==> config.mk <==
export PLATFORM = sky130hd
export DESIGN_NAME = alsc_top
export DESIGN_NICKNAME = d
export VERILOG_FILES = /design/src/logic/alsc_pkg.sv /design/src/logic/alsc_top.sv
export SDC_FILE = /design/constraint.sdc
export NUM_CORES = 1
export LEC_CHECK = 0
export BUFFER_PORTS_ARGS = -buffer_cell sky130_fd_sc_hd__buf_2
export CORE_ASPECT_RATIO = 1.1
export CORE_MARGIN = 1.5
export CORE_UTILIZATION = 40
export DETAILED_ROUTE_END_ITERATION = 12
export GPL_ROUTABILITY_DRIVEN = 0
export GPL_TIMING_DRIVEN = 1
export PLACE_DENSITY = 0.61
export SLEW_MARGIN = 20
export SYNTH_ARGS = -nofsm -noshare
export SYNTH_HDL_FRONTEND = slang
export SYNTH_SLANG_ARGS = --single-unit
==> constraint.sdc <==
create_clock -name CLK -period 113 [get_ports CLK]
set_input_delay 5.65 -clock CLK [delete_from_list [all_inputs] [get_ports CLK]]
set_output_delay 5.65 -clock CLK [all_outputs]
set_load 0.01 [all_outputs]
==> src/logic/alsc_pkg.sv <==
package alsc_pkg;
   // ==========================================================
   // Timing
   localparam int unsigned CLK_PERIOD_NS  = 25;
   localparam int unsigned TICK_PERIOD_NS = 1_000_000;
   localparam int unsigned TICK_CYCLES    = (TICK_PERIOD_NS + CLK_PERIOD_NS - 1) / CLK_PERIOD_NS;
   // ==========================================================
   // Register byte offsets
   localparam logic [11:0] OFS_CTRL   = 12'h000;
   localparam logic [11:0] OFS_HOLD   = 12'h004;
   localparam logic [11:0] OFS_SPEED  = 12'h008;
   localparam logic [11:0] OFS_FLIM   = 12'h00C;
   localparam logic [11:0] OFS_STATUS = 12'h010;
   localparam logic [11:0] OFS_APPLY  = 12'h014;
   // ==========================================================
   // Field positions and writable masks
   localparam int unsigned CTRL_PRI_LSB  = 0;
   localparam int unsigned CTRL_G2_BIT   = 4;
   localparam int unsigned CTRL_LV_LSB   = 8;
   localparam int unsigned CTRL_MODE_LSB = 12;
   localparam int unsigned FLIM_REL_LSB  = 16;
   localparam int unsigned STAT_MS_LSB   = 16;
   localparam logic [31:0] CTRL_MASK  = 32'h0000_3313;
   localparam logic [31:0] HOLD_MASK  = 32'h0000_07FF;
   localparam logic [31:0] SPEED_MASK = 32'h0000_007F;
   localparam logic [31:0] FLIM_MASK  = 32'h03FF_007F;
   // ==========================================================
   // Values after reset and legal ranges
   localparam logic [31:0] CTRL_RST  = 32'h0000_0000;
   localparam logic [31:0] HOLD_RST  = 32'h0000_0014;
   localparam logic [31:0] SPEED_RST = 32'h0000_0032;
   localparam logic [31:0] FLIM_RST  = 32'h0064_0032;
   localparam logic [10:0] HOLD_MIN  = 11'h014;
   localparam logic [10:0] HOLD_MAX  = 11'h3E8;
   localparam logic [6:0]  SPEED_MIN = 7'h01;
   localparam logic [6:0]  SPEED_MAX = 7'h64;
   localparam logic [15:0] SPEED_UNIT = 16'h0064;
   localparam logic [6:0]  PCT_FULL  = 7'h64;
   localparam logic [9:0]  REL_MAX   = 10'h3E8;
   // ==========================================================
   // Encodings
   localparam logic [1:0] PRI_DB_HOLD  = 2'h0;
   localparam logic [1:0] PRI_DB_COAST = 2'h1;
   localparam logic [1:0] PRI_COAST    = 2'h2;
   localparam logic [1:0] LV_NONE      = 2'h0;
   localparam logic [1:0] LV_HOST      = 2'h1;
   localparam logic [1:0] LV_SELF      = 2'h2;
   localparam logic [1:0] MODE_FORCE   = 2'h2;
   localparam logic [1:0] RESP_OKAY    = 2'h0;
   localparam logic [1:0] RESP_SLVERR  = 2'h2;
   typedef enum logic [2:0] {
      ST_RUN, ST_ZERO_STOP, ST_DB_STOP, ST_COAST_STOP, ST_HOLD_DB, ST_HOLD_COAST
   } alsc_state_t;
endpackage

==> src/logic/alsc_top.sv <==
// The implementer's own choices: the AXI4-Lite interface to the registers and the placing of the registers.
`timescale 1ns/1ps
module alsc_top #(
   parameter int unsigned TICK_CYCLES = alsc_pkg::TICK_CYCLES
) (
   // Clock and reset
   input  wire logic        CLK,
   input  wire logic        SRST,
   // AXI4-Lite slave
   input  wire logic [11:0] S_AXI_AWADDR,
   input  wire logic        S_AXI_AWVALID,
   output logic             S_AXI_AWREADY,
   input  wire logic [31:0] S_AXI_WDATA,
   input  wire logic [3:0]  S_AXI_WSTRB,
   input  wire logic        S_AXI_WVALID,
   output logic             S_AXI_WREADY,
   output logic [1:0]       S_AXI_BRESP,
   output logic             S_AXI_BVALID,
   input  wire logic        S_AXI_BREADY,
   input  wire logic [11:0] S_AXI_ARADDR,
   input  wire logic        S_AXI_ARVALID,
   output logic             S_AXI_ARREADY,
   output logic [31:0]      S_AXI_RDATA,
   output logic [1:0]       S_AXI_RRESP,
   output logic             S_AXI_RVALID,
   input  wire logic        S_AXI_RREADY,
   // Pins from host and power stage
   input  wire logic        SERVO_ON,
   input  wire logic        ALARM_GROUP_ONE,
   input  wire logic        ALARM_GROUP_TWO,
   input  wire logic        MAIN_PWR_OK,
   input  wire logic        CTRL_PWR_OK,
   input  wire logic        UNDERVOLT_ALARM,
   input  wire logic        MAIN_LOW_VOLT,
   input  wire logic        MOTOR_STOPPED,
   // Speed feedback, same clock
   input  wire logic [15:0] SPEED_MM_S,
   // Power stage and status outputs
   output logic             MOTOR_PWR_EN,
   output logic             DYNAMIC_BRAKING_EN,
   output logic             ZERO_SPEED_CMD,
   output logic             POWER_CUT_FLAG,
   output logic             OVERSPEED_ALARM,
   output logic             LOW_VOLT_WARN,
   output logic [6:0]       FORCE_LIMIT_PCT
);
   // ==========================================================
   // Parameter check
   if (TICK_CYCLES < 2 || TICK_CYCLES > 32'h00FF_FFFF)
   begin : g_bad_tick
      $error("TICK_CYCLES out of range");
   end
   localparam int unsigned TW = $clog2(TICK_CYCLES);

   function automatic logic [31:0] wmerge(input logic [31:0] old, input logic [31:0] nw,
                                          input logic [3:0] strb, input logic [31:0] mask);
      logic [31:0] r;
      r = old;
      for (int i = 0; i < 4; i++)
         if (strb[i])
            r[8*i +: 8] = nw[8*i +: 8];
      return r & mask;
   endfunction

   // ==========================================================
   // Pin synchronisers: change accepted once stages two and three agree
   localparam int NP = 8;
   logic [NP-1:0] pin_raw, s1_q, s2_q, s3_q, pin_q;
   assign pin_raw = {MOTOR_STOPPED, MAIN_LOW_VOLT, UNDERVOLT_ALARM, CTRL_PWR_OK,
                     MAIN_PWR_OK, ALARM_GROUP_TWO, ALARM_GROUP_ONE, SERVO_ON};
   for (genvar g = 0; g < NP; g++)
   begin : g_sync
      always_ff @(posedge CLK)
      begin
         s1_q[g] <= pin_raw[g];
         s2_q[g] <= s1_q[g];
         s3_q[g] <= s2_q[g];
         if (SRST)
            pin_q[g] <= (g == 3 || g == 4);
         else if (s2_q[g] == s3_q[g])
            pin_q[g] <= s3_q[g];
      end
   end
   logic servo_on, alm_g1, alm_g2, main_ok, ctrl_ok, uv_alm, low_v, stopped;
   assign {stopped, low_v, uv_alm, ctrl_ok, main_ok, alm_g2, alm_g1, servo_on} = pin_q;

   // ==========================================================
   // AXI4-Lite slave
   logic [31:0] ctrl_q, hold_q, speed_q, flim_q, wdata_q, rdata_d;
   logic [11:0] awaddr_q;
   logic [3:0]  wstrb_q;
   logic        awready_q, wready_q, bvalid_q, arready_q, rvalid_q, apply_q;
   logic [1:0]  bresp_q, rresp_q, rresp_d;
   logic [31:0] rdata_q, status_w;
   logic        do_write, wr_ok;
   assign do_write = !awready_q && !wready_q && !bvalid_q;
   assign wr_ok    = awaddr_q inside {alsc_pkg::OFS_CTRL, alsc_pkg::OFS_HOLD,
                     alsc_pkg::OFS_SPEED, alsc_pkg::OFS_FLIM, alsc_pkg::OFS_APPLY};

   always_ff @(posedge CLK)
   begin
      if (SRST)
      begin
         awready_q <= 1'b1;
         wready_q  <= 1'b1;
         bvalid_q  <= 1'b0;
         bresp_q   <= alsc_pkg::RESP_OKAY;
         awaddr_q  <= 12'h000;
         wdata_q   <= 32'h0000_0000;
         wstrb_q   <= 4'h0;
      end
      else
      begin
         if (awready_q && S_AXI_AWVALID)
         begin
            awaddr_q  <= {S_AXI_AWADDR[11:2], 2'b00};
            awready_q <= 1'b0;
         end
         if (wready_q && S_AXI_WVALID)
         begin
            wdata_q  <= S_AXI_WDATA;
            wstrb_q  <= S_AXI_WSTRB;
            wready_q <= 1'b0;
         end
         if (do_write)
         begin
            bvalid_q <= 1'b1;
            bresp_q  <= wr_ok ? alsc_pkg::RESP_OKAY : alsc_pkg::RESP_SLVERR;
         end
         if (bvalid_q && S_AXI_BREADY)
         begin
            bvalid_q  <= 1'b0;
            awready_q <= 1'b1;
            wready_q  <= 1'b1;
         end
      end
   end

   always_ff @(posedge CLK)
   begin
      if (SRST)
      begin
         ctrl_q  <= alsc_pkg::CTRL_RST;
         hold_q  <= alsc_pkg::HOLD_RST;
         speed_q <= alsc_pkg::SPEED_RST;
         flim_q  <= alsc_pkg::FLIM_RST;
         apply_q <= 1'b0;
      end
      else
      begin
         apply_q <= do_write && awaddr_q == alsc_pkg::OFS_APPLY && wstrb_q[0] && wdata_q[0];
         if (do_write)
            case (awaddr_q)
               alsc_pkg::OFS_CTRL:
                  ctrl_q  <= wmerge(ctrl_q, wdata_q, wstrb_q, alsc_pkg::CTRL_MASK);
               alsc_pkg::OFS_HOLD:
                  hold_q  <= wmerge(hold_q, wdata_q, wstrb_q, alsc_pkg::HOLD_MASK);
               alsc_pkg::OFS_SPEED:
                  speed_q <= wmerge(speed_q, wdata_q, wstrb_q, alsc_pkg::SPEED_MASK);
               alsc_pkg::OFS_FLIM:
                  flim_q  <= wmerge(flim_q, wdata_q, wstrb_q, alsc_pkg::FLIM_MASK);
               default:
                  ;
            endcase
      end
   end

   always_comb
   begin
      rdata_d = 32'h0000_0000;
      rresp_d = alsc_pkg::RESP_OKAY;
      case ({S_AXI_ARADDR[11:2], 2'b00})
         alsc_pkg::OFS_CTRL:   rdata_d = ctrl_q;
         alsc_pkg::OFS_HOLD:   rdata_d = hold_q;
         alsc_pkg::OFS_SPEED:  rdata_d = speed_q;
         alsc_pkg::OFS_FLIM:   rdata_d = flim_q;
         alsc_pkg::OFS_STATUS: rdata_d = status_w;
         alsc_pkg::OFS_APPLY:  rdata_d = 32'h0000_0000;
         default:              rresp_d = alsc_pkg::RESP_SLVERR;
      endcase
   end

   always_ff @(posedge CLK)
   begin
      if (SRST)
      begin
         arready_q <= 1'b1;
         rvalid_q  <= 1'b0;
         rdata_q   <= 32'h0000_0000;
         rresp_q   <= alsc_pkg::RESP_OKAY;
      end
      else if (arready_q && S_AXI_ARVALID)
      begin
         arready_q <= 1'b0;
         rvalid_q  <= 1'b1;
         rdata_q   <= rdata_d;
         rresp_q   <= rresp_d;
      end
      else if (rvalid_q && S_AXI_RREADY)
      begin
         arready_q <= 1'b1;
         rvalid_q  <= 1'b0;
      end
   end

   // ==========================================================
   // Settings that only take effect at restart (reset or apply)
   logic [1:0]  pri_q, lvsel_q, mode_q;
   logic        g2sel_q;
   logic [6:0]  maxspd_q, lvl_w;
   logic [10:0] hold_w;
   logic [9:0]  rel_w;
   always_ff @(posedge CLK)
   begin
      if (SRST)
      begin
         pri_q    <= alsc_pkg::CTRL_RST[alsc_pkg::CTRL_PRI_LSB +: 2];
         g2sel_q  <= alsc_pkg::CTRL_RST[alsc_pkg::CTRL_G2_BIT];
         lvsel_q  <= alsc_pkg::CTRL_RST[alsc_pkg::CTRL_LV_LSB +: 2];
         maxspd_q <= alsc_pkg::SPEED_RST[6:0];
      end
      else if (apply_q)
      begin
         pri_q    <= (ctrl_q[1:0] > alsc_pkg::PRI_COAST) ? alsc_pkg::PRI_COAST : ctrl_q[1:0];
         g2sel_q  <= ctrl_q[alsc_pkg::CTRL_G2_BIT];
         lvsel_q  <= (ctrl_q[9:8] > alsc_pkg::LV_SELF) ? alsc_pkg::LV_SELF : ctrl_q[9:8];
         maxspd_q <= (speed_q[6:0] < alsc_pkg::SPEED_MIN) ? alsc_pkg::SPEED_MIN :
                     (speed_q[6:0] > alsc_pkg::SPEED_MAX) ? alsc_pkg::SPEED_MAX : speed_q[6:0];
      end
   end
   // Control mode, hold time, limit level and release time act at once
   assign mode_q = ctrl_q[alsc_pkg::CTRL_MODE_LSB +: 2];
   assign hold_w = (hold_q[10:0] < alsc_pkg::HOLD_MIN) ? alsc_pkg::HOLD_MIN :
                   (hold_q[10:0] > alsc_pkg::HOLD_MAX) ? alsc_pkg::HOLD_MAX : hold_q[10:0];
   assign lvl_w  = (flim_q[6:0] > alsc_pkg::PCT_FULL) ? alsc_pkg::PCT_FULL : flim_q[6:0];
   assign rel_w  = (flim_q[25:16] > alsc_pkg::REL_MAX) ? alsc_pkg::REL_MAX : flim_q[25:16];

   // ==========================================================
   // Millisecond tick and interruption timer
   logic [TW-1:0] tick_cnt_q;
   logic          tick_q, cut_q, pcf_q;
   logic [10:0]   off_ms_q;
   always_ff @(posedge CLK)
   begin
      if (SRST || tick_cnt_q == TW'(TICK_CYCLES - 1))
         tick_cnt_q <= '0;
      else
         tick_cnt_q <= tick_cnt_q + 1'b1;
      tick_q <= !SRST && tick_cnt_q == TW'(TICK_CYCLES - 1);
   end

   // Motor power stays removed until supply is back and host drops servo-on
   always_ff @(posedge CLK)
   begin
      if (SRST)
      begin
         off_ms_q <= 11'h000;
         cut_q    <= 1'b0;
         pcf_q    <= 1'b0;
      end
      else
      begin
         pcf_q <= !main_ok;
         if (main_ok)
            off_ms_q <= 11'h000;
         else if (tick_q && off_ms_q != alsc_pkg::HOLD_MAX)
            off_ms_q <= off_ms_q + 11'h001;
         if (!main_ok && tick_q && off_ms_q + 11'h001 >= hold_w)
            cut_q <= 1'b1;
         else if (main_ok && !servo_on)
            cut_q <= 1'b0;
      end
   end

   // ==========================================================
   // Overspeed
   logic [15:0] spd_lim;
   logic        ovs_q;
   assign spd_lim = 16'(maxspd_q) * alsc_pkg::SPEED_UNIT;
   always_ff @(posedge CLK)
   begin
      if (SRST)
         ovs_q <= 1'b0;
      else if (SPEED_MM_S > spd_lim)
         ovs_q <= 1'b1;
      else if (!servo_on)
         ovs_q <= 1'b0;
   end

   // ==========================================================
   // Stop sequencing
   alsc_pkg::alsc_state_t st_q, st_d;
   logic stop_req, zs_sel, go_stop;
   // Undervoltage and control loss bypass the hold timer entirely
   assign stop_req = !servo_on || alm_g1 || ovs_q || cut_q
                     || uv_alm || !ctrl_ok;
   assign zs_sel   = alm_g2 && !stop_req && !g2sel_q
                     && mode_q != alsc_pkg::MODE_FORCE;
   assign go_stop  = stop_req || alm_g2;

   always_comb
   begin
      st_d = st_q;
      case (st_q)
         alsc_pkg::ST_RUN:
            if (zs_sel)
               st_d = alsc_pkg::ST_ZERO_STOP;
            else if (go_stop)
               st_d = (pri_q == alsc_pkg::PRI_COAST) ? alsc_pkg::ST_COAST_STOP
                                                     : alsc_pkg::ST_DB_STOP;
         alsc_pkg::ST_ZERO_STOP:
            if (stopped)
               st_d = (pri_q == alsc_pkg::PRI_DB_HOLD) ? alsc_pkg::ST_HOLD_DB
                                                       : alsc_pkg::ST_HOLD_COAST;
         alsc_pkg::ST_DB_STOP:
            if (stopped)
               st_d = (pri_q == alsc_pkg::PRI_DB_HOLD) ? alsc_pkg::ST_HOLD_DB
                                                       : alsc_pkg::ST_HOLD_COAST;
         alsc_pkg::ST_COAST_STOP:
            if (stopped)
               st_d = alsc_pkg::ST_HOLD_COAST;
         alsc_pkg::ST_HOLD_DB, alsc_pkg::ST_HOLD_COAST:
            if (!go_stop)
               st_d = alsc_pkg::ST_RUN;
         default:
            st_d = alsc_pkg::ST_HOLD_DB;
      endcase
   end

   logic pwr_q, db_q, zs_q;
   always_ff @(posedge CLK)
   begin
      if (SRST)
      begin
         st_q  <= alsc_pkg::ST_HOLD_DB;
         pwr_q <= 1'b0;
         db_q  <= 1'b1;
         zs_q  <= 1'b0;
      end
      else
      begin
         st_q  <= st_d;
         pwr_q <= st_d inside {alsc_pkg::ST_RUN, alsc_pkg::ST_ZERO_STOP};
         db_q  <= st_d inside {alsc_pkg::ST_DB_STOP, alsc_pkg::ST_HOLD_DB};
         zs_q  <= st_d == alsc_pkg::ST_ZERO_STOP;
      end
   end

   // ==========================================================
   // Low main-voltage force limit
   logic        warn_q, lim_on_q, rel_q;
   logic [9:0]  rel_ms_q;
   logic [6:0]  flp_q, flp_d;
   logic [16:0] ramp_num;
   assign ramp_num = 17'(alsc_pkg::PCT_FULL - lvl_w) * 17'(rel_ms_q);
   always_comb
   begin
      flp_d = alsc_pkg::PCT_FULL;
      if (lim_on_q)
         flp_d = lvl_w;
      else if (rel_q && rel_w != 10'h000)
         flp_d = lvl_w + 7'(ramp_num / 17'(rel_w));
   end

   always_ff @(posedge CLK)
   begin
      if (SRST)
      begin
         warn_q   <= 1'b0;
         lim_on_q <= 1'b0;
         rel_q    <= 1'b0;
         rel_ms_q <= 10'h000;
         flp_q    <= alsc_pkg::PCT_FULL;
      end
      else
      begin
         warn_q   <= lvsel_q != alsc_pkg::LV_NONE && low_v;
         lim_on_q <= lvsel_q == alsc_pkg::LV_SELF && low_v;
         flp_q    <= flp_d;
         if (lim_on_q && !(lvsel_q == alsc_pkg::LV_SELF && low_v))
         begin
            rel_q    <= 1'b1;
            rel_ms_q <= 10'h000;
         end
         else if (lim_on_q || rel_ms_q >= rel_w)
            rel_q <= 1'b0;
         else if (rel_q && tick_q)
            rel_ms_q <= rel_ms_q + 10'h001;
      end
   end

   assign status_w = {5'h00, off_ms_q, 4'h0, 3'(st_q), rel_q, lim_on_q, warn_q,
                      ovs_q, cut_q, pcf_q, zs_q, db_q, pwr_q};

   // ==========================================================
   // Outputs
   assign S_AXI_AWREADY      = awready_q;
   assign S_AXI_WREADY       = wready_q;
   assign S_AXI_BVALID       = bvalid_q;
   assign S_AXI_BRESP        = bresp_q;
   assign S_AXI_ARREADY      = arready_q;
   assign S_AXI_RVALID       = rvalid_q;
   assign S_AXI_RDATA        = rdata_q;
   assign S_AXI_RRESP        = rresp_q;
   assign MOTOR_PWR_EN       = pwr_q;
   assign DYNAMIC_BRAKING_EN = db_q;
   assign ZERO_SPEED_CMD     = zs_q;
   assign POWER_CUT_FLAG     = pcf_q;
   assign OVERSPEED_ALARM    = ovs_q;
   assign LOW_VOLT_WARN      = warn_q;
   assign FORCE_LIMIT_PCT    = flp_q;
endmodule

==> metrics.txt <==
reg-to-reg setup timing slack 69180 ps; Required @ worst endpoint 113360 ps; clock sink total 213; crit path DAT 44180 ps; vias 17430; port buffer count 122; top-area cell type share of the netlist area 22.40%; Post-DP HPWL 40480 um; Peak Freq 0.02282 GHz; Core ar. 46840 sq um; Cells after Synth 2411; Remaining Overflow, GRT 0; pin count of the biggest net entering global routing 77; DRT Pass-1 Iters 5; Clock Path Buffers 3; TNS Setup 0 ps; Mean Syn Cell Area 7.895 sq um; die area 48910 sq um; die width 211.0 um; post-layout min period 43820 ps; Initial DRC Count 1020; dominant cell by count in the synthesized netlist nand2_1; Slew Limit Fails 0; P&R area growth vs syn 10.88%; Post-CTS Setup Inserts 0; critical path depth 182; CP most frequent cell ha_1; ant diodes 0; Die Y 231.8 um; CTS clk-pin slew, worst paths 70 ps; Slew HR 28.61%; deepest level of the CTS H-tree 1; fill cell count 4708; clk_lat worst skew 520 ps; nets 2886; Tcrit/Tclk final 38.78%; Seq/Total Area, Yosys 22.40%; CP bufs+invs 13; DRC viols 0; I/O Pins 145; CP Max Fanout 24; vias per cell 5.515; share of layout cells above drive strength 1 9.311%; Netlist cell types 92; PostCTS Resize Cnt 0; Worst Skew 13.87 ps; Setup CP Type reg2reg; first-pass GRT wire length 84490 um; number of global-route vias before repair 16950; WL/cell 16.30 um; GRT Util Overall 20.84%; row cnt 83; final number of setup-violating endpoints 0; R2R depth 182; commonest cells in the netlist nand2_1, nor2_1, ha_1; Max-Cap Viols 0; worst slew pin tran 1071 ps; CTS tree done; CTS buffer count 22; Startpoint Class flop; Async S/R FF share, synth 0%; Post-synth EDFFs 0; CTS Root Cell clkbuf_16; slowest stage delay, CP 720 ps; Critical Path End Type flop; detailed-route wire length 51520 um; unrepaired setup endpoints after global routing no; Area contributors post-synth dfxtp_1, ha_1, fa_1; mapped cell area 19040 sq um; ys flop type dfxtp_1; final hold violation count 0; CP max-delay cell o41ai_1; synth warn 0; cell taking the most area after synthesis dfxtp_1; Hold Buf Count CTS 0; Worst Hold Class reg2reg; status finished clean; Min-Delay Path Depth 0; antenna viol nets, final 0; Top Family by Delay on Critical Path compound AO/OA/AOI/OAI gates; initial antenna violation count 2; Initial Util 40.64%; Seq cells post-synth 213
==> final timing paths <==
kind | endpoint | from
max reg2reg | FORCE_LIMIT_PCT[6] | flim_q[2]
min | s2_q[4] | s1_q[4]
min reg2reg | s2_q[4] | s1_q[4]
max | FORCE_LIMIT_PCT[6] | flim_q[2]
==> through the flow <==
step / utilization [%] / area, sq um / worst slack, ps / hold slack (ps) / cells
2_1_floorplan: - / 19100 / 74870 / 309.6 / 2429
3_3_place_gp: 43.30 / 20280 / 70310 / 310.8 / 3121
3_5_place_dp: 43.30 / 20280 / 69730 / 315.7 / 3121
4_1_cts: 45.05 / 21100 / 69540 / 328.4 / 3161
5_1_grt: 45.06 / 21110 / 65520 / 325.7 / 3161
6_report: 45.06 / 21110 / 69180 / 328.4 / 3161
==> cell families (layout without fill, tap and decap cells) <==
family / Yosys count / after routing / share of synthesized area [%]
compound gates: 586 / 586 / 20.03
xor+xnor: 101 / 101 / 4.647
fa+ha+maj: 289 / 289 / 21.02
buf+inv: 239 / 334 / 5.015
flops: 213 / 213 / 22.40
mux: 70 / 70 / 3.878
other cells: 2 / 20 / 0.03945
simple gates: 911 / 911 / 22.97
==> sequential cells by signal, indices dropped and copies added (netlist names), 8 cells and up <==
name,count
S_AXI_RDATA,25
hold_q,11
wdata_q,23
s3_q,8
rel_ms_q,10
tick_cnt_q,16
s1_q,8
awaddr_q,10
s2_q,8
off_ms_q,11
flim_q,17
==> layout by cell type (no fill, tap or decap), types with 23 or more instances in the layout <==
master     count
a21o_1        34
clkbuf_16     23
fa_1          52
nand2_1      275
nor2b_1       23
a21oi_1      188
o21a_1        62
nor2_1       251
inv_1        152
nand3_1       53
mux2i_1       46
nand2b_1      32
xor2_1        51
nor3_1        70
and2_1        71
dfxtp_1      213
xnor2_1       50
o21ai_0      102
ha_1         235
buf_2        121
==> layer usage <==
layer	vias to the layer above	global-route usage, %	wire, um
met3	72	1.758	1973
met4	2	5.112	1045
met2	392	36.99	24860
met5	-	0	9
li1	8702	-	-
met1	8264	27.11	23630
==> area by class of cell <==
class,instances,area [sq um],area share (%)
inverter,155,581.8,2.757
tap,637,797.0,3.776
clock buffer,28,634.4,3.006
timing repair buffer,139,740.7,3.509
multi-input combinational,1977,13910,65.88
clock inverter,12,182.7,0.8655
sequential,213,4264,20.20
Power is not shown: default switching activity piles up to over one toggle a cycle in this logic, so the estimate is an artifact.
